--- config.mk ---
export PLATFORM = sky130hd
export DESIGN_NAME = qcc_core
export DESIGN_NICKNAME = d
export VERILOG_FILES = /design/src/include/qcc_pkg.sv /design/src/rtl/qcc_timebase.sv /design/src/rtl/qcc_average.sv /design/src/rtl/qcc_core.sv
export SDC_FILE = /design/constraint.sdc
export NUM_CORES = 1
export LEC_CHECK = 0
export ABC_AREA = 1
export BUFFER_PORTS_ARGS = -buffer_cell sky130_fd_sc_hd__buf_4
export CAP_MARGIN = 0
export CORE_MARGIN = 1.5
export CORE_UTILIZATION = 60
export DETAILED_ROUTE_END_ITERATION = 16
export HOLD_SLACK_MARGIN = 0.06
export MAX_ROUTING_LAYER = met4
export PLACE_DENSITY = 0.84
export SLEW_MARGIN = 20
export SYNTH_ARGS = -nofsm -noshare
export SYNTH_HDL_FRONTEND = slang
export SYNTH_SLANG_ARGS = --single-unit
export TNS_END_PERCENT = 5
--- constraint.sdc ---
create_clock -name clock -period 6.95 [get_ports clock]
set_input_delay 1.39 -clock clock [delete_from_list [all_inputs] [get_ports clock]]
set_output_delay 1.39 -clock clock [all_outputs]
set_load 0.02 [all_outputs]
--- src/include/qcc_pkg.sv ---
// shared constants, field layout and types of the quick charge controller
package qcc_pkg;

  // ==========================================================================
  // clock and time base
  localparam int unsigned CLK_HZ        = 10_000_000;
  localparam int unsigned CYC_PER_MS    = CLK_HZ / 1000;
  localparam int unsigned SAMPLE_MS     = 2340;
  localparam int unsigned SAMPLE_CYC    = CYC_PER_MS * SAMPLE_MS;
  localparam int unsigned LAMP_HALF_MS  = 500;
  localparam int unsigned LAMP_HALF_CYC = CYC_PER_MS * LAMP_HALF_MS;
  localparam int unsigned RESUME_MS     = 2300;
  localparam int unsigned RESUME_CYC    = CYC_PER_MS * RESUME_MS;

  // ==========================================================================
  // charge timers, counted in whole seconds
  localparam int unsigned SEC_W         = 14;
  localparam int unsigned PROHIBIT_MIN  = 15;
  localparam int unsigned PROHIBIT_S    = PROHIBIT_MIN * 60;
  localparam int unsigned MAX_HI_MIN    = 240;
  localparam int unsigned MAX_MID_MIN   = 120;
  localparam int unsigned MAX_LO_MIN    = 80;

  // ==========================================================================
  // converter result, 1 mV per lsb
  localparam int unsigned V_W           = 12;
  localparam int unsigned AVG_N         = 8;
  localparam int unsigned AVG_SHIFT     = 3;
  localparam int unsigned DV_MV         = 4;
  localparam int unsigned DET_LO_MV     = 1000;
  localparam int unsigned DET_HI_MV     = 2000;

  // ==========================================================================
  // decoded timer select
  localparam logic [1:0]  TSEL_LO       = 2'h0;
  localparam logic [1:0]  TSEL_MID      = 2'h1;
  localparam logic [1:0]  TSEL_HI       = 2'h2;

  // ==========================================================================
  // register map
  localparam int unsigned ADDR_W        = 4;
  localparam logic [3:0]  REG_CTRL      = 4'h0;
  localparam logic [3:0]  REG_STAT      = 4'h4;
  localparam logic [3:0]  REG_PEAK      = 4'h8;
  localparam logic [3:0]  REG_TIME      = 4'hc;
  localparam int unsigned CTRL_EN_BIT   = 0;
  localparam int unsigned CTRL_RST_BIT  = 1;
  localparam logic        CTRL_EN_RST   = 1'h1;
  localparam int unsigned STAT_ST_LSB   = 0;
  localparam int unsigned STAT_HOLD_BIT = 4;
  localparam int unsigned STAT_FLT_BIT  = 5;
  localparam int unsigned STAT_ARM_BIT  = 6;
  localparam int unsigned STAT_SEL_LSB  = 8;
  localparam logic [1:0]  RESP_OKAY     = 2'h0;
  localparam logic [1:0]  RESP_SLVERR   = 2'h2;

  typedef enum logic [2:0] {
    QCC_INIT    = 3'b000,
    QCC_QUICK   = 3'b001,
    QCC_HOLD    = 3'b010,
    QCC_RESUME  = 3'b011,
    QCC_INHIBIT = 3'b100,
    QCC_FINISH  = 3'b101,
    QCC_STANDBY = 3'b110
  } qcc_state_type;

  // the unused select code falls back to the shortest limit, the safe side
  function automatic logic [SEC_W-1:0] qcc_max_limit(input logic [1:0] sel);
    unique case (sel)
      TSEL_HI:  qcc_max_limit = SEC_W'(MAX_HI_MIN * 60);
      TSEL_MID: qcc_max_limit = SEC_W'(MAX_MID_MIN * 60);
      default:  qcc_max_limit = SEC_W'(MAX_LO_MIN * 60);
    endcase
  endfunction : qcc_max_limit

endpackage : qcc_pkg

--- src/rtl/qcc_timebase.sv ---
// clock divider giving lamp half-period, second and sample enables
`timescale 1ns/100ps
module qcc_timebase
  import qcc_pkg::*;
#(
  parameter int unsigned HALF_CYCLES   = LAMP_HALF_CYC,
  parameter int unsigned SAMPLE_CYCLES = SAMPLE_CYC
) (
  input  wire logic clock,
  input  wire logic rst_n,
  output logic      sec_tick,
  output logic      sample_tick,
  output logic      lamp_phase_ff
);

  localparam int unsigned HW = $clog2(HALF_CYCLES);
  localparam int unsigned SW = $clog2(SAMPLE_CYCLES);
  localparam logic [HW-1:0] HALF_LAST   = HW'(HALF_CYCLES - 1);
  localparam logic [SW-1:0] SAMPLE_LAST = SW'(SAMPLE_CYCLES - 1);

  logic [HW-1:0] half_cnt_ff;
  logic [SW-1:0] smp_cnt_ff;
  logic          half_tick;

  assign half_tick   = (half_cnt_ff == HALF_LAST);
  assign sample_tick = (smp_cnt_ff == SAMPLE_LAST);
  // a full second passes every second half period
  assign sec_tick    = half_tick & lamp_phase_ff;

  // ==========================================================================
  // lamp half period
  always_ff @(posedge clock or negedge rst_n) begin
    if (!rst_n) begin
      half_cnt_ff   <= '0;
      lamp_phase_ff <= 1'b0;
    end else if (half_tick) begin
      half_cnt_ff   <= '0;
      lamp_phase_ff <= ~lamp_phase_ff;
    end else begin
      half_cnt_ff   <= half_cnt_ff + 1'b1;
    end
  end

  // ==========================================================================
  // conversion sample period
  always_ff @(posedge clock or negedge rst_n) begin
    if (!rst_n) begin
      smp_cnt_ff <= '0;
    end else if (sample_tick) begin
      smp_cnt_ff <= '0;
    end else begin
      smp_cnt_ff <= smp_cnt_ff + 1'b1;
    end
  end

endmodule : qcc_timebase

--- src/rtl/qcc_average.sv ---
// mean of each block of eight consecutive converter samples
`timescale 1ns/100ps
module qcc_average
  import qcc_pkg::*;
#(
  parameter int unsigned WIDTH = V_W
) (
  input  wire logic             clock,
  input  wire logic             rst_n,
  input  wire logic             clr,
  input  wire logic             sample_vld,
  input  wire logic [WIDTH-1:0] sample,
  output logic                  avg_vld_ff,
  output logic [WIDTH-1:0]      avg_ff
);

  localparam int unsigned SUM_W = WIDTH + AVG_SHIFT;

  logic [SUM_W-1:0]     sum_ff;
  logic [AVG_SHIFT-1:0] cnt_ff;
  logic [SUM_W-1:0]     nxt_sum;

  assign nxt_sum = sum_ff + SUM_W'(sample);

  always_ff @(posedge clock or negedge rst_n) begin
    if (!rst_n) begin
      sum_ff     <= '0;
      cnt_ff     <= '0;
      avg_vld_ff <= 1'b0;
      avg_ff     <= '0;
    end else if (clr) begin
      // a partial block is dropped so no mean mixes hold and charge samples
      sum_ff     <= '0;
      cnt_ff     <= '0;
      avg_vld_ff <= 1'b0;
    end else begin
      avg_vld_ff <= 1'b0;
      if (sample_vld) begin
        cnt_ff <= cnt_ff + 1'b1;
        if (cnt_ff == AVG_SHIFT'(AVG_N - 1)) begin
          sum_ff     <= '0;
          avg_ff     <= nxt_sum[SUM_W-1:AVG_SHIFT];
          avg_vld_ff <= 1'b1;
        end else begin
          sum_ff <= nxt_sum;
        end
      end
    end
  end

endmodule : qcc_average

--- src/rtl/qcc_core.sv ---
// quick charge controller core: sequencer, timers, delta detect, bus slave
//
// Added by the designer: the address map and the AXI4-Lite register port.
`timescale 1ns/100ps
module qcc_core
  import qcc_pkg::*;
#(
  parameter int unsigned VW            = V_W,
  parameter int unsigned SAMPLE_CYCLES = SAMPLE_CYC,
  parameter int unsigned HALF_CYCLES   = LAMP_HALF_CYC,
  parameter int unsigned RESUME_CYCLES = RESUME_CYC
) (
  input  wire logic              clock,
  input  wire logic              reset_n,
  input  wire logic [VW-1:0]     cell_voltage_in,
  input  wire logic              window_fault_in,
  input  wire logic              above_standby_threshold_in,
  input  wire logic              charge_hold_in,
  input  wire logic [1:0]        timer_select_in,
  output logic                   charge_switch_n_o,
  output logic                   charge_switch_n_oe_n,
  output logic                   status_lamp_n_o,
  output logic                   status_lamp_n_oe_n,
  input  wire logic [ADDR_W-1:0] s_axi_awaddr,
  input  wire logic              s_axi_awvalid,
  output logic                   s_axi_awready,
  input  wire logic [31:0]       s_axi_wdata,
  input  wire logic [3:0]        s_axi_wstrb,
  input  wire logic              s_axi_wvalid,
  output logic                   s_axi_wready,
  output logic [1:0]             s_axi_bresp,
  output logic                   s_axi_bvalid,
  input  wire logic              s_axi_bready,
  input  wire logic [ADDR_W-1:0] s_axi_araddr,
  input  wire logic              s_axi_arvalid,
  output logic                   s_axi_arready,
  output logic [31:0]            s_axi_rdata,
  output logic [1:0]             s_axi_rresp,
  output logic                   s_axi_rvalid,
  input  wire logic              s_axi_rready
);

  localparam int unsigned RW = $clog2(RESUME_CYCLES);
  localparam logic [RW-1:0]    RESUME_LAST = RW'(RESUME_CYCLES - 1);
  localparam logic [SEC_W-1:0] PROHIBIT_LIM = SEC_W'(PROHIBIT_S);
  localparam logic [VW:0]      DV_STEP   = (VW + 1)'(DV_MV);
  localparam logic [VW-1:0]    DET_LO    = VW'(DET_LO_MV);
  localparam logic [VW-1:0]    DET_HI    = VW'(DET_HI_MV);

  // ==========================================================================
  // reset release
  logic [1:0] rst_sync_ff;
  logic       rst_n;

  always_ff @(posedge clock or negedge reset_n) begin
    if (!reset_n) begin
      rst_sync_ff <= 2'h0;
    end else begin
      rst_sync_ff <= {rst_sync_ff[0], 1'b1};
    end
  end

  assign rst_n = rst_sync_ff[1];

  // ==========================================================================
  // declarations
  qcc_state_type    state_ff;
  qcc_state_type    nxt_state;
  qcc_state_type    prev_ff;
  qcc_state_type    nxt_prev;
  logic [RW-1:0]    resume_cnt_ff;
  logic [SEC_W-1:0] elapsed_ff;
  logic [VW-1:0]    peak_ff;
  logic [VW-1:0]    avg;
  logic [1:0]       sel_ff;
  logic             enable_ff;
  logic             restart_ff;
  logic             sec_tick;
  logic             sample_tick;
  logic             lamp_phase;
  logic             avg_vld;
  logic             stop_req;
  logic             armed;
  logic             max_hit;
  logic             ndv_hit;
  logic             done;
  logic             peak_clr;
  logic             resume_done;

  // ==========================================================================
  // time base and averaging
  qcc_timebase #(
    .HALF_CYCLES   (HALF_CYCLES),
    .SAMPLE_CYCLES (SAMPLE_CYCLES)
  ) u_timebase (
    .clock         (clock),
    .rst_n         (rst_n),
    .sec_tick      (sec_tick),
    .sample_tick   (sample_tick),
    .lamp_phase_ff (lamp_phase)
  );

  // samples only count while quick charging, so a mean never spans a pause
  qcc_average #(
    .WIDTH      (VW)
  ) u_average (
    .clock      (clock),
    .rst_n      (rst_n),
    .clr        (state_ff != QCC_QUICK),
    .sample_vld (sample_tick),
    .sample     (cell_voltage_in),
    .avg_vld_ff (avg_vld),
    .avg_ff     (avg)
  );

  // ==========================================================================
  // termination conditions
  assign stop_req    = charge_hold_in | ~enable_ff;
  assign armed       = (elapsed_ff >= PROHIBIT_LIM);
  assign max_hit     = (elapsed_ff >= qcc_max_limit(sel_ff));
  assign ndv_hit     = avg_vld & armed & (avg > DET_LO) & (avg < DET_HI)
                     & ({1'b0, peak_ff} >= ({1'b0, avg} + DV_STEP));
  assign done        = ndv_hit | max_hit;
  assign resume_done = (resume_cnt_ff == RESUME_LAST);

  // ==========================================================================
  // sequencer
  always_comb begin
    nxt_state = state_ff;
    nxt_prev  = prev_ff;
    peak_clr  = 1'b0;
    if (restart_ff) begin
      nxt_state = QCC_INIT;
    end else if (above_standby_threshold_in && state_ff != QCC_STANDBY) begin
      nxt_state = QCC_STANDBY;
    end else begin
      unique case (state_ff)
        QCC_INIT: begin
          if (window_fault_in) begin
            nxt_state = QCC_HOLD;
          end else begin
            nxt_state = QCC_QUICK;
            peak_clr  = 1'b1;
          end
        end
        QCC_QUICK: begin
          if (stop_req) begin
            nxt_state = QCC_INHIBIT;
            nxt_prev  = QCC_QUICK;
          end else if (window_fault_in) begin
            nxt_state = QCC_HOLD;
          end else if (done) begin
            nxt_state = QCC_FINISH;
          end
        end
        QCC_HOLD: begin
          if (stop_req) begin
            nxt_state = QCC_INHIBIT;
            nxt_prev  = QCC_HOLD;
          end else if (!window_fault_in) begin
            nxt_state = QCC_RESUME;
          end
        end
        QCC_RESUME: begin
          if (stop_req) begin
            nxt_state = QCC_INHIBIT;
            nxt_prev  = QCC_HOLD;
          end else if (window_fault_in) begin
            nxt_state = QCC_HOLD;
          end else if (resume_done) begin
            nxt_state = QCC_QUICK;
            peak_clr  = 1'b1;
          end
        end
        QCC_INHIBIT: begin
          if (!stop_req) begin
            nxt_state = prev_ff;
            peak_clr  = 1'b1;
          end
        end
        QCC_FINISH: begin
          if (charge_hold_in) begin
            nxt_state = QCC_INHIBIT;
            nxt_prev  = QCC_FINISH;
          end
        end
        QCC_STANDBY: begin
          if (!above_standby_threshold_in) begin
            nxt_state = QCC_INIT;
          end
        end
        default: begin
          nxt_state = QCC_INIT;
        end
      endcase
    end
  end

  always_ff @(posedge clock or negedge rst_n) begin
    if (!rst_n) begin
      state_ff <= QCC_INIT;
      prev_ff  <= QCC_QUICK;
    end else begin
      state_ff <= nxt_state;
      prev_ff  <= nxt_prev;
    end
  end

  // timer select is taken as the charge mode is chosen
  always_ff @(posedge clock or negedge rst_n) begin
    if (!rst_n) begin
      sel_ff <= TSEL_LO;
    end else if (state_ff == QCC_INIT) begin
      sel_ff <= timer_select_in;
    end
  end

  // ==========================================================================
  // resume delay after the window comes back
  always_ff @(posedge clock or negedge rst_n) begin
    if (!rst_n) begin
      resume_cnt_ff <= '0;
    end else if (state_ff != QCC_RESUME || resume_done) begin
      resume_cnt_ff <= '0;
    end else begin
      resume_cnt_ff <= resume_cnt_ff + 1'b1;
    end
  end

  // ==========================================================================
  // cumulative quick charge time; it also serves the prohibit window
  always_ff @(posedge clock or negedge rst_n) begin
    if (!rst_n) begin
      elapsed_ff <= '0;
    end else if (nxt_state == QCC_FINISH || nxt_state == QCC_STANDBY) begin
      elapsed_ff <= '0;
    end else if (state_ff == QCC_QUICK && sec_tick && !max_hit) begin
      elapsed_ff <= elapsed_ff + 1'b1;
    end
  end

  // ==========================================================================
  // stored peak of the mean
  always_ff @(posedge clock or negedge rst_n) begin
    if (!rst_n) begin
      peak_ff <= '0;
    end else if (peak_clr || nxt_state == QCC_STANDBY) begin
      peak_ff <= '0;
    end else if (state_ff == QCC_QUICK && avg_vld && avg > peak_ff) begin
      peak_ff <= avg;
    end
  end

  // ==========================================================================
  // open-drain pins; the pin level is always low, only the enable moves
  assign charge_switch_n_o = 1'b0;
  assign status_lamp_n_o   = 1'b0;

  always_ff @(posedge clock or negedge rst_n) begin
    if (!rst_n) begin
      charge_switch_n_oe_n <= 1'b1;
    end else begin
      unique case (state_ff)
        QCC_QUICK, QCC_INIT, QCC_STANDBY: begin
          charge_switch_n_oe_n <= 1'b1;
        end
        default: begin
          charge_switch_n_oe_n <= 1'b0;
        end
      endcase
    end
  end

  always_ff @(posedge clock or negedge rst_n) begin
    if (!rst_n) begin
      status_lamp_n_oe_n <= 1'b1;
    end else begin
      unique case (state_ff)
        QCC_QUICK: begin
          status_lamp_n_oe_n <= 1'b0;
        end
        QCC_HOLD, QCC_RESUME, QCC_INHIBIT: begin
          status_lamp_n_oe_n <= lamp_phase;
        end
        default: begin
          status_lamp_n_oe_n <= 1'b1;
        end
      endcase
    end
  end

  // ==========================================================================
  // register bus, write side
  logic              aw_hold_ff;
  logic              w_hold_ff;
  logic [ADDR_W-1:0] aw_addr_ff;
  logic [31:0]       w_data_ff;
  logic [3:0]        w_strb_ff;
  logic              bvalid_ff;
  logic [1:0]        bresp_ff;
  logic              wr_go;

  assign s_axi_awready = ~aw_hold_ff & ~bvalid_ff;
  assign s_axi_wready  = ~w_hold_ff & ~bvalid_ff;
  assign s_axi_bvalid  = bvalid_ff;
  assign s_axi_bresp   = bresp_ff;
  assign wr_go         = aw_hold_ff & w_hold_ff & ~bvalid_ff;

  always_ff @(posedge clock or negedge rst_n) begin
    if (!rst_n) begin
      aw_hold_ff <= 1'b0;
      aw_addr_ff <= '0;
    end else if (s_axi_awvalid && s_axi_awready) begin
      aw_hold_ff <= 1'b1;
      aw_addr_ff <= s_axi_awaddr;
    end else if (wr_go) begin
      aw_hold_ff <= 1'b0;
    end
  end

  always_ff @(posedge clock or negedge rst_n) begin
    if (!rst_n) begin
      w_hold_ff <= 1'b0;
      w_data_ff <= '0;
      w_strb_ff <= '0;
    end else if (s_axi_wvalid && s_axi_wready) begin
      w_hold_ff <= 1'b1;
      w_data_ff <= s_axi_wdata;
      w_strb_ff <= s_axi_wstrb;
    end else if (wr_go) begin
      w_hold_ff <= 1'b0;
    end
  end

  always_ff @(posedge clock or negedge rst_n) begin
    if (!rst_n) begin
      bvalid_ff <= 1'b0;
      bresp_ff  <= RESP_OKAY;
    end else if (wr_go) begin
      bvalid_ff <= 1'b1;
      unique case (aw_addr_ff)
        REG_CTRL, REG_STAT, REG_PEAK, REG_TIME: bresp_ff <= RESP_OKAY;
        default:                                bresp_ff <= RESP_SLVERR;
      endcase
    end else if (s_axi_bready) begin
      bvalid_ff <= 1'b0;
    end
  end

  // enable low acts as a software hold except in QCC_FINISH, which charge_hold_in leaves but enable low does not; restart bit is a one-shot
  always_ff @(posedge clock or negedge rst_n) begin
    if (!rst_n) begin
      enable_ff  <= CTRL_EN_RST;
      restart_ff <= 1'b0;
    end else begin
      restart_ff <= 1'b0;
      if (wr_go && aw_addr_ff == REG_CTRL && w_strb_ff[0]) begin
        enable_ff  <= w_data_ff[CTRL_EN_BIT];
        restart_ff <= w_data_ff[CTRL_RST_BIT];
      end
    end
  end

  // ==========================================================================
  // register bus, read side
  logic        rvalid_ff;
  logic [31:0] rdata_ff;
  logic [1:0]  rresp_ff;
  logic [31:0] stat_word;

  assign s_axi_arready = ~rvalid_ff;
  assign s_axi_rvalid  = rvalid_ff;
  assign s_axi_rdata   = rdata_ff;
  assign s_axi_rresp   = rresp_ff;

  always_comb begin
    stat_word = '0;
    stat_word[STAT_ST_LSB +: 3]  = state_ff;
    stat_word[STAT_HOLD_BIT]     = charge_hold_in;
    stat_word[STAT_FLT_BIT]      = window_fault_in;
    stat_word[STAT_ARM_BIT]      = armed;
    stat_word[STAT_SEL_LSB +: 2] = sel_ff;
  end

  always_ff @(posedge clock or negedge rst_n) begin
    if (!rst_n) begin
      rvalid_ff <= 1'b0;
      rdata_ff  <= '0;
      rresp_ff  <= RESP_OKAY;
    end else if (s_axi_arvalid && s_axi_arready) begin
      rvalid_ff <= 1'b1;
      rresp_ff  <= RESP_OKAY;
      unique case (s_axi_araddr)
        REG_CTRL: rdata_ff <= {31'h0, enable_ff};
        REG_STAT: rdata_ff <= stat_word;
        REG_PEAK: rdata_ff <= 32'(peak_ff);
        REG_TIME: rdata_ff <= 32'(elapsed_ff);
        default: begin
          rdata_ff <= '0;
          rresp_ff <= RESP_SLVERR;
        end
      endcase
    end else if (s_axi_rready) begin
      rvalid_ff <= 1'b0;
    end
  end

endmodule : qcc_core

* Yosys cells after proc, flatten, opt, wreduce, memory -nomap -nowiden
Cells that the tools add are included.
** Word-level totals
- Register bits after elaboration :: 192
- Input bits :: 68
- Logic and storage cells :: 175
- Output and inout port bits :: 45
** Cells by class
- Reductions and logical operators :: 32
- $add $sub $neg :: 7
- Multiplexer cells :: 56
- Eq/ne operators :: 26
- $lt $le $gt $ge :: 6
- Bitwise operators :: 20
** Operators with widths (number)
- 14-bit one-hot mux with 4 select lines :: 1
- 3-bit 2-to-1 mux :: 18
- 25-bit by 1-bit adder with 25-bit output (second input constant) :: 2
- 25-bit equality test (second input constant) :: 2
- 25-bit 2-to-1 mux :: 2
- 15-bit 2-to-1 mux :: 3
- 14-bit 2-to-1 mux :: 2
- 14-bit one-hot mux with 2 select lines :: 1
- 12-bit 2-to-1 mux :: 2
- 23-bit by 1-bit adder with 23-bit output (second input constant) :: 1
- 23-bit equality test (second input constant) :: 1
- 23-bit 2-to-1 mux :: 1
- 3-bit one-hot mux with 7 select lines :: 1
- 1-bit 2-to-1 mux :: 19
- 3-bit equality test (second input constant) :: 6
- 4-bit equality test (second input constant) :: 4
- 15-bit by 12-bit adder with 15-bit output :: 1
- 14-bit by 1-bit adder with 14-bit output (second input constant) :: 1
- 14-bit by 10-bit greater-or-equal comparator with 1-bit output (second input constant) :: 1
- 14-bit greater-or-equal comparator :: 1
- 2-bit nonzero test :: 7
- 12-bit by 3-bit adder with 13-bit output (second input constant) :: 1
- 12-bit by 13-bit greater-or-equal comparator with 1-bit output :: 1
- 12-bit by 10-bit > comparator with 1-bit output (second input constant) :: 1
- other kinds (31) :: 67

* Depth between registers and ports, before layout
- Depth in word-level cells :: 15
- Mapped depth :: 22
- Depth with buffers taken out :: 20

* Hierarchy
Synthesis repeated with hierarchy kept, for this count alone.
** Second synthesis, totals
- Cell total of the unflattened synthesis :: 1477
- Area, all modules :: 11005.6 um2
** Modules (own cells, without submodules)
- qcc_core :: area an instance 6049.6 um2, cells an instance 800, sequential area each 2307.2 um2, instances 1
- qcc_timebase :: area an instance 2916.5 um2, cells an instance 395, sequential area each 1226.2 um2, instances 1
- qcc_average :: area an instance 2039.5 um2, cells an instance 282, sequential area each 775.7 um2, instances 1

* Worst setup path before layout
No wires, ideal clock.
- Path kind :: input port to flip-flop
- From :: input cell_voltage_in[0]
- To :: register u_average.avg_ff[9]
- Stages :: 14
- Arrival :: 3.012 ns
- Path buffers :: 0
- Path slack :: 3.798 ns
- Data required time :: 6.810 ns
- Library setup time :: 0.140 ns
- Path through :: ha_1 -> fa_1 -> a21oi_1 -> o21ai_0 -> nand2_1 -> nand2_1 -> a21oi_1 -> o21bai_1 -> nand2_1 -> nand3_1 -> o21ai_0 -> nand2_1 -> nand3_1 -> o21ai_0
** Between the ends
- Word-level cells in the longest chain between the ends :: 1
** RTL lines
- start: declaration :: RTL line qcc_core.sv:15 : input wire logic [VW-1:0] cell_voltage_in,
- 15-bit by 12-bit adder with 15-bit output :: RTL line qcc_average.sv:23 : assign nxt_sum = sum_ff + SUM_W'(sample);
- end signal: assignment :: RTL line qcc_average.sv:42 : avg_ff <= nxt_sum[SUM_W-1:AVG_SHIFT];
- end: declaration :: RTL line qcc_average.sv:14 : output logic [WIDTH-1:0] avg_ff
Every way passes these cells.
A chain may end at the register's enable or synchronous reset.

* Worst setup path after layout
Same ends and word-level chain as after synthesis.

==> results by group <==
Status
  – Status: finished clean

Logic synthesis
  – Yosys warns: 0
  – Async SR Flop Fraction: 1.00
  – Register area share after synthesis: 0.409
  – Post-synth top area share: 0.399
  – EDFF count, synth: 0
  – Most used DFF post-synth: dfrtp_1
  – Synth unique cells: 63
  – Synth Instances: between 1000 and 1500
  – Seq cells post-synth: roughly 170
  – Syn avg cell area: slightly above 8 µm²
  – Synth area leaders: dfrtp_1 40%, nand2_1 7.8%, inv_1 6.5%, ha_1 6.5%, nor2_1 3.7%
  – Mapped cell area: 10500 µm²
  – Yosys top cell by area: dfrtp_1

Setup path
  – Reg2Reg Depth: 19
  – Worst EP arrival: about 3.4 ns
  – Max FO, Critical Path: 3
  – Crit path capture type: flop
  – Worst Setup Start Kind: input pin
  – Worst EP required: between 7 and 8 ns
  – Critical path class: in -> reg

GRT
  – All-layer global routing usage: 0.268
  – GRT overflow: 0
  – Largest net degree at the start of global routing: 71
  – Vias in the first global route: 8372
  – Initial antenna violation count: 0
  – First-pass GRT wire length: around 38 mm

Finish
  – Area occupied by multi-input gates: 5280 µm²
  – Ant. Diodes: 0
  – Fin util: 0.678
  – # nets final: 1482
  – Fill count: 1411
  – Syn-to-layout area delta: 10.7%
  – Most common cell after layout, fill and taps aside: nand2_1
  – Highest-count cells in the layout ignoring fill and taps: 218 x nand2_1, 184 x inv_1, 167 x dfrtp_1
  – Share of layout cells above drive strength 1: 0.156
  – Sequential cell area: around 4300 µm²

Clock tree
  – TritonCTS clock tree: yes
  – CTS H-Tree Depth: 4
  – Clk_lat worst skew: around 0.45 ns
  – Post-CTS Resized: 0
  – Post-cts hold buffer count: 0
  – Clk slew on worst S/H paths: 0.07 ns
  – Clock root cell: clkbuf_16
  – CTS buffer count: 17
  – CTS Buffer Depth: 2
  – Post-CTS Setup Bufs: 0
  – Sink Count: between 150 and 200

Detailed routing
  – WL/cell: about 14 µm
  – Routed length on met3: about 950 µm
  – Metal2 WL: 10.8 mm
  – Highest metal used: met4
  – Post-route ant nets: 0
  – 1st-pass router iterations: 5
  – Vias: 8735
  – DRC Markers: 0
  – Final Routed Wirelength: roughly 23 mm
  – Initial DRC Count: 549
  – Vias per cell: about 5.5
  – Wl on met1: 10.2 mm

Floorplan
  – Die Y: 136 µm
  – Die W: around 140 µm
  – Core box area: 17200 µm²
  – Row count: 48
  – Die area: roughly 18000 µm²
  – I/O pin count: approximately 110
  – Initial core utilization: 0.612

Min path
  – Min-Delay Path Class: reg -> reg
  – Hold path cells: 0

Timing
  – Hold Slack: ~0.36 ns
  – RSZ-0062 raised after global routing: false
  – Slew headroom: 0.263
  – Hold Fails Final Rpt: 0
  – Skew final: around 0.011 ns
  – Final WS setup: 3.83 ns
  – Endpoints failing setup: 0
  – FMAX: between 300 and 400 MHz
  – Minimum clock period: 3.12 ns
  – Setup TNS: 0 ns
  – Slew @ Worst Pin: around 1.1 ns
  – Max Slew Vio Count: 0
  – Fin crit share: 0.449

Pwr
  – PD cells: about 220 nW/µm²
  – Peak supply drop: 0.224 mV
  – Leak: 5.52 nW

Job
  – Max-cap viol count: 0

Placement
  – Setup WS pre-CTS: roughly 3.4 ns
  – Detail Placement HPWL: around 17 mm
  – GP Congestion: 0.928
  – Port Buffers: 57
-- per-stage QoR --
step	area [µm²]	power [W]	cells
floorplan	10600	0.00154	1318
global placement	11100	0.00163	1564
detailed placement	11100	0.00165	1564
CTS	11700	0.00260	1596
global route	11700	0.00270	1596
finish	11700	0.00258	1596
-- critical path, cell delays in order --
cell      delay, ns
buf_4          0.11
ha_1           0.22
fa_1           0.41
a21oi_1        0.17
o21ai_0        0.16
nand2_1        0.10
nand2_1        0.09
a21oi_1        0.16
o21bai_1       0.11
nand2_1        0.07
nand3_1        0.09
o21ai_0        0.08
nand2_1        0.09
nand3_1        0.08
o21ai_0        0.08
-- sequential cells by signal (all words and copies together) (netlist names), 2 cells and up --
| signal | cells |
|---|---|
| rst_sync_ff | 2 |
| u_average.avg_ff | 12 |
| elapsed_ff | 14 |
| sel_ff | 2 |
| resume_cnt_ff | 25 |
| aw_addr_ff | 4 |
| peak_ff | 12 |
| u_timebase.smp_cnt_ff | 25 |
| state_ff | 3 |
| prev_ff | 3 |
| u_average.sum_ff | 15 |
| u_timebase.half_cnt_ff | 23 |
| s_axi_rdata | 14 |
| u_average.cnt_ff | 3 |
| w_data_ff | 2 |
-- cell usage after synthesis, drive strengths merged, types with 8 or more instances --
cell type	number
nor4	15
inv	200
nand2	233
xnor2	8
a21oi	72
nor2	144
ha	55
nand4	29
o21ai	88
nor3	60
buf	34
xor2	35
dfrtp	168
nand3	74
o22ai	9
-- cell type report --
class	instances	share of cell area
multi-input combinational	904	0.452
clock buffer	20	0.0382
inverter	203	0.0654
clock inverter	12	0.0120
tap	225	0.0241
sequential	172	0.369
timing repair buffer	60	0.0386
-- layer usage --
metal,track usage,vias to the layer above
met1,0.339,4118
li1,-,4369
met3,0.0423,41
met5,-,-
met4,0.110,0
met2,0.430,207
-- logic make-up after synthesis --
logic type               share of synthesized area
AO/OA/AOI/OAI                                0.118
AND/OR/NAND/NOR                              0.264
buffers and inverters                       0.0979
flip-flops                                   0.409
multiplexers                               0.00747
other                                     0.000712
adder cells (fa/ha/maj)                     0.0671
XOR/XNOR                                    0.0357
-- power by group --
group / internal [W] / switching [W] / leakage, nW
Combinational: 0.000163 / 0.000340 / 2.98
Sequential: 0.00107 / 0.0000531 / 2.26
Clock: 0.000542 / 0.000410 / 0.277
Total: 0.00178 / 0.000803 / 5.52
-- final timing paths --
path / from / endpoint / slack, ns
max: cell_voltage_in[0] / u_average.avg_ff[9] / 3.83
min: rst_sync_ff[0] / rst_sync_ff[1] / 0.36
max reg2reg: u_average.avg_ff[4] / peak_ff[0] / 3.83
min reg2reg: rst_sync_ff[0] / rst_sync_ff[1] / 0.36
max in group asynchronous: rst_sync_ff[1] / u_timebase.smp_cnt_ff[0] / 5.25
min in group asynchronous: rst_sync_ff[1] / u_average.sum_ff[4] / 0.37
Power figures use the tool's default switching activity.
